`config.mk`:
```
export PLATFORM = sky130hd
export DESIGN_NAME = adc_clock_control
export DESIGN_NICKNAME = d
export VERILOG_FILES = /design/src/pkg/clk_ctl_pkg.sv /design/src/logic/pll_cal_sequencer.sv /design/src/logic/adc_clock_control.sv
export SDC_FILE = /design/constraint.sdc
export NUM_CORES = 1
export LEC_CHECK = 0
export ABC_CLOCK_PERIOD_IN_PS = 2800
export BUFFER_PORTS_ARGS = -buffer_cell sky130_fd_sc_hd__buf_2
export CAP_MARGIN = 20
export CORE_MARGIN = 5
export CORE_UTILIZATION = 54
export CTS_BUF_LIST = sky130_fd_sc_hd__clkbuf_4 sky130_fd_sc_hd__clkbuf_8
export CTS_CLUSTER_DIAMETER = 120
export CTS_CLUSTER_SIZE = 25
export DETAILED_ROUTE_END_ITERATION = 12
export PLACE_DENSITY = 0.82
export SKIP_LAST_GASP = 1
export SYNTH_ARGS = -nofsm -noshare
export SYNTH_HDL_FRONTEND = slang
export SYNTH_SLANG_ARGS = --single-unit
```
`constraint.sdc`:
```
create_clock -name mclk -period 2.8 [get_ports mclk]
set_clock_uncertainty 0.2 [all_clocks]
set_input_delay 0.28 -clock mclk [delete_from_list [all_inputs] [get_ports mclk]]
set_output_delay 0.28 -clock mclk [all_outputs]
set_load 0.005 [all_outputs]
```
`src/pkg/clk_ctl_pkg.sv`:
```
`default_nettype none
package clk_ctl_pkg;
   // register indices; byte address is four times the index
   localparam logic [7:0] idx_soft_reset = 8'h00;
   localparam logic [7:0] idx_dll_control = 8'h52;
   localparam logic [7:0] idx_clock_source = 8'h53;
   localparam logic [7:0] idx_ref_div_low = 8'h54;
   localparam logic [7:0] idx_ref_div_high = 8'h55;
   localparam logic [7:0] idx_fb_div_low = 8'h56;
   localparam logic [7:0] idx_fb_div_high = 8'h57;
   localparam logic [7:0] idx_pump_current = 8'h58;
   localparam logic [7:0] idx_cal_trigger = 8'h6b;
   localparam logic [7:0] idx_pll_clock_en = 8'h6d;
   localparam logic [7:0] idx_status = 8'hd1;
   localparam int addr_w = 12;
   // field positions
   localparam int soft_reset_bit = 0;
   localparam int dll_reset_bit = 0;
   localparam int dll_enable_bit = 1;
   localparam int duty_enable_bit = 2;
   localparam int clock_source_bit = 0;
   localparam int cal_trigger_bit = 0;
   localparam int pll_clock_en_bit = 0;
   localparam int stat_low_bit = 0;
   localparam int stat_high_bit = 1;
   localparam int stat_cal_bit = 2;
   localparam int ref_div_high_lsb = 0;
   localparam int out_div_lsb = 4;
   // values after reset
   localparam logic [2:0] dll_control_rst = 3'h1;
   localparam logic [9:0] ref_div_rst = 10'h001;
   localparam logic [11:0] fb_div_rst = 12'h001;
   localparam logic [3:0] out_div_rst = 4'h1;
   localparam logic [3:0] pump_current_rst = 4'h4;
   // bus answers
   localparam logic [1:0] resp_okay = 2'h0;
   localparam logic [1:0] resp_slverr = 2'h2;
   // timing
   localparam int clk_period_ns = 10;
   localparam int cal_time_ns = 10000;
   localparam int cal_cycles = (cal_time_ns + clk_period_ns - 1)
      / clk_period_ns;
   localparam int dll_reset_time_ns = 100;
   localparam int dll_reset_cycles = (dll_reset_time_ns + clk_period_ns - 1)
      / clk_period_ns;

   function automatic logic [addr_w-1:0] byte_addr(input logic [7:0] idx);
      byte_addr = {2'h0, idx, 2'h0};
   endfunction : byte_addr
endpackage : clk_ctl_pkg
`default_nettype wire

```
`src/logic/pll_cal_sequencer.sv`:
```
`timescale 1ns/1ps
`default_nettype none
module pll_cal_sequencer #(
   parameter int CYCLES = 1000
) (
   // clock and reset
   input wire logic mclk,
   input wire logic srst,
   // control
   input wire logic start,
   // state
   output logic busy_q,
   output logic done_q
);
   localparam int cnt_w = $clog2(CYCLES + 1);

   if (CYCLES < 1) begin : g_bad_cycles
      $error("calibration length must be at least one cycle");
   end

   logic [cnt_w-1:0] cnt_q;

   // restart aborts any running calibration; done only after full count
   always_ff @(posedge mclk) begin
      if (srst) begin
         cnt_q <= '0;
         busy_q <= 1'b0;
         done_q <= 1'b0;
      end else if (start) begin
         cnt_q <= cnt_w'(CYCLES);
         busy_q <= 1'b1;
         done_q <= 1'b0;
      end else if (busy_q) begin
         if (cnt_q == cnt_w'(1)) begin
            busy_q <= 1'b0;
            done_q <= 1'b1;
         end
         cnt_q <= cnt_q - cnt_w'(1);
      end
   end
endmodule : pll_cal_sequencer
`default_nettype wire

```
`src/logic/adc_clock_control.sv`:
```
`timescale 1ns/1ps
`default_nettype none
module adc_clock_control #(
   parameter int CAL_CYCLES = clk_ctl_pkg::cal_cycles
) (
   // clock and reset
   input wire logic mclk,
   input wire logic srst,
   // axi4-lite write address
   input wire logic [clk_ctl_pkg::addr_w-1:0] awaddr,
   input wire logic awvalid,
   output logic awready_q,
   // axi4-lite write data
   input wire logic [31:0] wdata,
   input wire logic [3:0] wstrb,
   input wire logic wvalid,
   output logic wready_q,
   // axi4-lite write response
   output logic [1:0] bresp_q,
   output logic bvalid_q,
   input wire logic bready,
   // axi4-lite read address
   input wire logic [clk_ctl_pkg::addr_w-1:0] araddr,
   input wire logic arvalid,
   output logic arready_q,
   // axi4-lite read data
   output logic [31:0] rdata_q,
   output logic [1:0] rresp_q,
   output logic rvalid_q,
   input wire logic rready,
   // oscillator status from analog
   input wire logic oscillator_low_raw,
   input wire logic oscillator_high_raw,
   // clock path control
   output logic sample_from_pll_q,
   output logic pll_clock_to_core_q,
   output logic dll_enable_q,
   output logic dll_reset_q,
   output logic duty_correction_q,
   // pll settings
   output logic [9:0] pll_reference_divider_q,
   output logic [11:0] pll_feedback_divider_q,
   output logic [3:0] pll_output_divider_q,
   output logic [3:0] pll_pump_current_q,
   // calibration
   output logic pll_calibration_start_q,
   output logic pll_calibrating_q
);
   localparam int dll_cnt_w = $clog2(clk_ctl_pkg::dll_reset_cycles + 1);

   if (CAL_CYCLES < 1) begin : g_bad_cal
      $error("calibration length must be at least one cycle");
   end

   ////////////////////////////////////////////////////////////////////////
   // decode helpers
   function automatic logic is_mapped(input logic [11:0] a);
      unique case (a)
         clk_ctl_pkg::byte_addr(clk_ctl_pkg::idx_soft_reset),
         clk_ctl_pkg::byte_addr(clk_ctl_pkg::idx_dll_control),
         clk_ctl_pkg::byte_addr(clk_ctl_pkg::idx_clock_source),
         clk_ctl_pkg::byte_addr(clk_ctl_pkg::idx_ref_div_low),
         clk_ctl_pkg::byte_addr(clk_ctl_pkg::idx_ref_div_high),
         clk_ctl_pkg::byte_addr(clk_ctl_pkg::idx_fb_div_low),
         clk_ctl_pkg::byte_addr(clk_ctl_pkg::idx_fb_div_high),
         clk_ctl_pkg::byte_addr(clk_ctl_pkg::idx_pump_current),
         clk_ctl_pkg::byte_addr(clk_ctl_pkg::idx_cal_trigger),
         clk_ctl_pkg::byte_addr(clk_ctl_pkg::idx_pll_clock_en),
         clk_ctl_pkg::byte_addr(clk_ctl_pkg::idx_status):
            is_mapped = 1'b1;
         default: is_mapped = 1'b0;
      endcase
   endfunction : is_mapped

   function automatic logic hit(input logic [11:0] a, input logic [7:0] idx);
      hit = (a == clk_ctl_pkg::byte_addr(idx));
   endfunction : hit

   ////////////////////////////////////////////////////////////////////////
   // state
   logic [11:0] awaddr_q;
   logic aw_hold_q;
   logic [7:0] wbyte_q;
   logic wlane_q, w_hold_q;
   logic [2:0] dll_control_q;
   logic clock_source_q;
   logic [9:0] ref_div_q;
   logic [11:0] fb_div_q;
   logic [3:0] out_div_q, pump_q;
   logic cal_trigger_q, pll_clock_en_q;
   logic [dll_cnt_w-1:0] dll_cnt_q;
   logic low_meta_q, low_sync_q, high_meta_q, high_sync_q;
   logic cal_busy, cal_done;
   logic do_write, wr_en, soft_reset, cal_start, dll_auto_end;

   assign do_write = aw_hold_q && w_hold_q && !bvalid_q;
   assign wr_en = do_write && wlane_q;
   assign soft_reset = wr_en
      && hit(awaddr_q, clk_ctl_pkg::idx_soft_reset)
      && wbyte_q[clk_ctl_pkg::soft_reset_bit];
   assign cal_start = soft_reset
      || (wr_en && hit(awaddr_q, clk_ctl_pkg::idx_cal_trigger)
      && wbyte_q[clk_ctl_pkg::cal_trigger_bit] && !cal_trigger_q);
   assign dll_auto_end = (dll_cnt_q == dll_cnt_w'(1));

   ////////////////////////////////////////////////////////////////////////
   // axi write channels
   always_ff @(posedge mclk) begin
      if (srst) begin
         awready_q <= 1'b0;
         aw_hold_q <= 1'b0;
         awaddr_q <= '0;
      end else if (awvalid && awready_q) begin
         awready_q <= 1'b0;
         aw_hold_q <= 1'b1;
         awaddr_q <= awaddr;
      end else if (do_write) begin
         aw_hold_q <= 1'b0;
      end else if (!aw_hold_q && !bvalid_q) begin
         awready_q <= 1'b1;
      end
   end

   always_ff @(posedge mclk) begin
      if (srst) begin
         wready_q <= 1'b0;
         w_hold_q <= 1'b0;
         wbyte_q <= '0;
         wlane_q <= 1'b0;
      end else if (wvalid && wready_q) begin
         wready_q <= 1'b0;
         w_hold_q <= 1'b1;
         wbyte_q <= wdata[7:0];
         wlane_q <= wstrb[0];
      end else if (do_write) begin
         w_hold_q <= 1'b0;
      end else if (!w_hold_q && !bvalid_q) begin
         wready_q <= 1'b1;
      end
   end

   always_ff @(posedge mclk) begin
      if (srst) begin
         bvalid_q <= 1'b0;
         bresp_q <= clk_ctl_pkg::resp_okay;
      end else if (do_write) begin
         bvalid_q <= 1'b1;
         bresp_q <= is_mapped(awaddr_q) ? clk_ctl_pkg::resp_okay
            : clk_ctl_pkg::resp_slverr;
      end else if (bvalid_q && bready) begin
         bvalid_q <= 1'b0;
      end
   end

   ////////////////////////////////////////////////////////////////////////
   // axi read channels
   always_ff @(posedge mclk) begin
      if (srst) begin
         arready_q <= 1'b0;
         rvalid_q <= 1'b0;
         rdata_q <= '0;
         rresp_q <= clk_ctl_pkg::resp_okay;
      end else if (arvalid && arready_q) begin
         arready_q <= 1'b0;
         rvalid_q <= 1'b1;
         rdata_q <= {24'h0, read_mux(araddr)};
         rresp_q <= is_mapped(araddr) ? clk_ctl_pkg::resp_okay
            : clk_ctl_pkg::resp_slverr;
      end else if (rvalid_q && rready) begin
         rvalid_q <= 1'b0;
      end else if (!rvalid_q) begin
         arready_q <= 1'b1;
      end
   end

   function automatic logic [7:0] read_mux(input logic [11:0] a);
      read_mux = 8'h00;
      if (hit(a, clk_ctl_pkg::idx_dll_control))
         read_mux = {5'h0, dll_control_q};
      if (hit(a, clk_ctl_pkg::idx_clock_source))
         read_mux = {7'h0, clock_source_q};
      if (hit(a, clk_ctl_pkg::idx_ref_div_low))
         read_mux = ref_div_q[7:0];
      if (hit(a, clk_ctl_pkg::idx_ref_div_high))
         read_mux = {out_div_q, 2'h0, ref_div_q[9:8]};
      if (hit(a, clk_ctl_pkg::idx_fb_div_low))
         read_mux = fb_div_q[7:0];
      if (hit(a, clk_ctl_pkg::idx_fb_div_high))
         read_mux = {4'h0, fb_div_q[11:8]};
      if (hit(a, clk_ctl_pkg::idx_pump_current))
         read_mux = {4'h0, pump_q};
      if (hit(a, clk_ctl_pkg::idx_cal_trigger))
         read_mux = {7'h0, cal_trigger_q};
      if (hit(a, clk_ctl_pkg::idx_pll_clock_en))
         read_mux = {7'h0, pll_clock_en_q};
      if (hit(a, clk_ctl_pkg::idx_status))
         read_mux = {5'h0, cal_done, high_sync_q, low_sync_q};
   endfunction : read_mux

   ////////////////////////////////////////////////////////////////////////
   // control registers
   // dll control: reset bit set from power-up, cleared by auto reset end
   always_ff @(posedge mclk) begin
      if (srst) begin
         dll_control_q <= clk_ctl_pkg::dll_control_rst;
      end else if (wr_en && hit(awaddr_q, clk_ctl_pkg::idx_dll_control)) begin
         dll_control_q <= wbyte_q[2:0];
      end else if (dll_auto_end) begin
         dll_control_q[clk_ctl_pkg::dll_reset_bit] <= 1'b0;
      end
   end

   // auto reset run length after a soft reset with dll enabled
   always_ff @(posedge mclk) begin
      if (srst) begin
         dll_cnt_q <= '0;
      end else if (soft_reset
            && dll_control_q[clk_ctl_pkg::dll_enable_bit]) begin
         dll_cnt_q <= dll_cnt_w'(clk_ctl_pkg::dll_reset_cycles);
      end else if (dll_cnt_q != '0) begin
         dll_cnt_q <= dll_cnt_q - dll_cnt_w'(1);
      end
   end

   always_ff @(posedge mclk) begin
      if (srst) begin
         clock_source_q <= 1'b0;
         pll_clock_en_q <= 1'b0;
         cal_trigger_q <= 1'b0;
      end else if (wr_en) begin
         if (hit(awaddr_q, clk_ctl_pkg::idx_clock_source))
            clock_source_q <= wbyte_q[clk_ctl_pkg::clock_source_bit];
         if (hit(awaddr_q, clk_ctl_pkg::idx_pll_clock_en))
            pll_clock_en_q <= wbyte_q[clk_ctl_pkg::pll_clock_en_bit];
         if (hit(awaddr_q, clk_ctl_pkg::idx_cal_trigger))
            cal_trigger_q <= wbyte_q[clk_ctl_pkg::cal_trigger_bit];
      end
   end

   // pll divider and pump fields
   always_ff @(posedge mclk) begin
      if (srst) begin
         ref_div_q <= clk_ctl_pkg::ref_div_rst;
         fb_div_q <= clk_ctl_pkg::fb_div_rst;
         out_div_q <= clk_ctl_pkg::out_div_rst;
         pump_q <= clk_ctl_pkg::pump_current_rst;
      end else if (wr_en) begin
         if (hit(awaddr_q, clk_ctl_pkg::idx_ref_div_low))
            ref_div_q[7:0] <= wbyte_q;
         if (hit(awaddr_q, clk_ctl_pkg::idx_ref_div_high)) begin
            ref_div_q[9:8] <= wbyte_q[clk_ctl_pkg::ref_div_high_lsb +: 2];
            out_div_q <= wbyte_q[clk_ctl_pkg::out_div_lsb +: 4];
         end
         if (hit(awaddr_q, clk_ctl_pkg::idx_fb_div_low))
            fb_div_q[7:0] <= wbyte_q;
         if (hit(awaddr_q, clk_ctl_pkg::idx_fb_div_high))
            fb_div_q[11:8] <= wbyte_q[3:0];
         if (hit(awaddr_q, clk_ctl_pkg::idx_pump_current))
            pump_q <= wbyte_q[3:0];
      end
   end

   ////////////////////////////////////////////////////////////////////////
   // oscillator status synchronisers
   always_ff @(posedge mclk) begin
      if (srst) begin
         low_meta_q <= 1'b0;
         low_sync_q <= 1'b0;
         high_meta_q <= 1'b0;
         high_sync_q <= 1'b0;
      end else begin
         low_meta_q <= oscillator_low_raw;
         low_sync_q <= low_meta_q;
         high_meta_q <= oscillator_high_raw;
         high_sync_q <= high_meta_q;
      end
   end

   ////////////////////////////////////////////////////////////////////////
   // calibration
   pll_cal_sequencer #(
      .CYCLES(CAL_CYCLES)
   ) u_cal (
      .mclk(mclk),
      .srst(srst),
      .start(cal_start),
      .busy_q(cal_busy),
      .done_q(cal_done)
   );

   always_ff @(posedge mclk) begin
      if (srst) begin
         pll_calibration_start_q <= 1'b0;
         pll_calibrating_q <= 1'b0;
      end else begin
         pll_calibration_start_q <= cal_start;
         pll_calibrating_q <= cal_busy;
      end
   end

   ////////////////////////////////////////////////////////////////////////
   // clock path outputs
   always_ff @(posedge mclk) begin
      if (srst) begin
         sample_from_pll_q <= 1'b0;
         pll_clock_to_core_q <= 1'b0;
         dll_enable_q <= 1'b0;
         dll_reset_q <= 1'b1;
         duty_correction_q <= 1'b0;
      end else begin
         sample_from_pll_q <= clock_source_q;
         pll_clock_to_core_q <= clock_source_q && pll_clock_en_q;
         dll_enable_q <= dll_control_q[clk_ctl_pkg::dll_enable_bit];
         dll_reset_q <= dll_control_q[clk_ctl_pkg::dll_reset_bit]
            || (dll_cnt_q != '0);
         // falling-edge-only trim, dll path only
         duty_correction_q <= dll_control_q[clk_ctl_pkg::duty_enable_bit]
            && dll_control_q[clk_ctl_pkg::dll_enable_bit]
            && !clock_source_q;
      end
   end

   // zero divider codes are steered to one
   always_ff @(posedge mclk) begin
      if (srst) begin
         pll_reference_divider_q <= clk_ctl_pkg::ref_div_rst;
         pll_feedback_divider_q <= clk_ctl_pkg::fb_div_rst;
         pll_output_divider_q <= clk_ctl_pkg::out_div_rst;
         pll_pump_current_q <= clk_ctl_pkg::pump_current_rst;
      end else begin
         pll_reference_divider_q <= (ref_div_q == '0) ? 10'h001
            : ref_div_q;
         pll_feedback_divider_q <= (fb_div_q == '0) ? 12'h001
            : fb_div_q;
         pll_output_divider_q <= (out_div_q == '0) ? 4'h1
            : out_div_q;
         pll_pump_current_q <= pump_q;
      end
   end
endmodule : adc_clock_control
`default_nettype wire

```
==> reports/qor.csv <==
stage,metric,value,unit
synthesis,Post-synth EDFFs,0,
grt,vias in the first global route,4537,
floorplanning,FP Rows,36,
timing,endpoints failing setup,0,
cts,htree depth,4,
grt,initial antenna violation count,0,
min_path,min-delay src,arvalid,
power,leakage power figure,0.00278,uW
final_layout,Layout area overhead,20.3,%
timing,Tcrit/Tclk final,92.7,%
drt,via count,4708,
cts,post-CTS setup buffers,0,
final_layout,layout cell share with drive strength beyond 1,19.2,%
place,pre-CTS setup slack,265,ps
cts,Num CTS Buffers,17,
synthesis,part of the Yosys area used for sequential elements,48.5,%
grt,grt ovf,0,
critical_path,CP Max Fanout,8,
cts,post-cts resize count,0,
drt,routed wire length,13.1,mm
drt,post-route ant nets,0,
critical_path,Critical-path top delay cell,or4b_4,
cts,"CTS clk-pin slew, worst paths",70,ps
critical_path,critical path arrival,2750,ps
critical_path,Setup CP Type,flip-flop to flip-flop,
timing,Worst Max-Slew Pin Slew,798,ps
synthesis,Async SR Flop Fraction,0,%
power,Worst VDD drop,0.349,mV
critical_path,CP max stage delay,560,ps
floorplanning,Die Ht,110,um
synthesis,synth warn,0,
grt,largest net degree at the start of global routing,104,
timing,Fmax,0.385,GHz
critical_path,worst path bufs/invs,0,
run,maxcap violations,0,
synthesis,"top cells by area, synth","dfxtp_1 48%, nand2_1 5.8%, mux2i_1 5.7%",
cts,Clock Tree Buf Depth,2,
critical_path,worst-path cell chain,or4b_4 -> or3b_2 -> o31ai_1 -> nand4_1 -> o21ai_0,
floorplanning,Die Footprint,0.0121,sq mm
critical_path,worst path required time,2960,ps
timing,Slew headroom,46.1,%
timing,Max Slew Vio Count,0,
final_layout,nets@finish,788,
drt,1st-iter DRT viols,336,
status,status,"complete, no violations",
final_layout,most frequent cells in the layout,"131 x dfxtp_1, 93 x buf_2, 84 x nand2_1",
min_path,hold crit path type,input port to flip-flop,
cts,cts hold-fix bufs,27,
timing,Total Neg Setup Slack,0,ps
grt,global-route wire length before repair,21.1,mm
timing,final setup margin,205,ps
cts,CTS root buf,clkbuf_8,
timing,final hold violation count,0,
place,Detail Placement HPWL,9.12,mm
synthesis,Synth Area per Inst,8.94,sq um
synthesis,post-synth top area cell,dfxtp_1,
drt,vias per inst,5.46,
timing,RSZ-0062 raised after global routing,false,
synthesis,synth unique cells,58,
synthesis,Synth Cell Area,0.00541,sq mm
synthesis,Yosys reg bits,131,
floorplanning,Starting Density,55.3,%
synthesis,share of the synthesized area in the top cell type,48.5,%
power,pwr dens,570,mW/mm^2
cts,TritonCTS Sinks,131,
critical_path,reg2reg start,awaddr_q[9],
synthesis,Most used DFF post-synth,dfxtp_1,
drt,DRC Markers,0,
floorplanning,IO Pins,147,
place,GPL Wtd Cong,0.921,
place,buffers added on ports,93,
cts,CTS tree,done,
critical_path,CP startpoint,awaddr_q[9],
cts,latest clock arrival within the worst-skew pair,440,ps
synthesis,Mapped Cells,605,
grt,GRT Overall Usage,22.1,%
final_layout,antenna fix cells,0,
critical_path,type of origin of the critical path,flip-flop,
drt,routed wire length per instance,15.2,um
timing,min Tclk post-route,2590,ps
floorplanning,die width,110,um
critical_path,"CP delay by family, top",simple AND/OR/NAND/NOR gates,
drt,DR pass1 iterations,5,
power,Pwr Total,3710,uW
floorplanning,Core Area,0.00977,sq mm
final_layout,"most common cell after layout, fill and taps aside",dfxtp_1,
critical_path,critical path endpoint category,flip-flop,
-- metrics by stage --
step,std cells,util [%],cell area (sq um),hold WS (ps)
after global placement,804,59.8,5850,230
after floorplan,630,-,5500,163
after detailed placement,804,59.8,5850,237
after CTS,863,66.6,6510,11.9
final,863,66.6,6510,29.4
after global routing,863,66.6,6510,43.7
-- final timing paths --
path              slack, ps              to  depth (start not counted)
setup / recovery        210  u_cal.cnt_q[5]                          5
hold reg to reg         250      low_sync_q                          1
setup reg to reg        210  u_cal.cnt_q[5]                          5
hold / removal           30        rvalid_q                          3
-- worst min-delay path: stages --
cell	delay (ps)
buf_2	100
nand2_1	150
a21oi_1	80
-- layout make-up --
class / count / area, sq um
Timing Repair Buffer: 122 / 763
Fill cell: 764 / 3270
Inverter: 14 / 52.6
Sequential cell: 131 / 2620
Clock buffer: 21 / 289
Tap cell: 133 / 166
Multi-Input combinational cell: 431 / 2510
Clock inverter: 11 / 101
-- cell usage after synthesis, drive strengths merged, types with 4 or more instances --
master / number
nand2b: 10
nand2: 84
or4b: 4
buf: 32
clkbuf: 22
or3: 5
nand3: 10
nand4: 7
nor2b: 36
o2bb2ai: 4
dfxtp: 131
a21oi: 41
nor3: 16
a22o: 5
or4: 4
a31oi: 4
nand4b: 4
o21ai: 28
nor2: 42
nor4: 14
inv: 14
mux2i: 31
xnor2: 7
and3: 6
-- where the power goes --
group / switching, uW / total (uW) / internal [uW]
combinational: 141 / 245 / 105
clock: 741 / 1540 / 798
sequential: 33.7 / 1920 / 1890
total: 916 / 3710 / 2790
-- kinds of logic (layout without fill, tap and decap cells) --
logic type      count (synthesis)  after routing  share of synthesized area [%]
fa+ha+maj                       2              2                          0.463
other cells                     1             26                         0.0693
compound gates                105            105                           11.9
buf+inv                        68            168                           6.80
flops                         131            131                           48.5
simple gates                  255            255                           24.5
mux                            33             33                           6.15
xor+xnor                       10             10                           1.62
-- metal layers --
metal | track usage (%) | part of all wire, % | vias to the layer above
li1 | - | - | 2272
met1 | 28.1 | 42 | 2190
met2 | 36.7 | 49 | 220
met3 | 5.94 | 8.3 | 26
met4 | 6.68 | 1.5 | 0
met5 | 0 | 0 | -
-- flip-flops by register name (all words and copies together) (netlist names), 3 cells and up --
| name | cells |
|---|---|
| wbyte_q | 8 |
| awaddr_q | 12 |
| rdata_q | 8 |
| dll_control_q | 3 |
| pll_feedback_divider_q | 12 |
| ref_div_q | 10 |
| dll_cnt_q | 4 |
| out_div_q | 4 |
| pump_q | 4 |
| fb_div_q | 12 |
| pll_output_divider_q | 4 |
| pll_reference_divider_q | 10 |
| pll_pump_current_q | 4 |
| u_cal.cnt_q | 10 |
(Power assumes the default switching activity.)
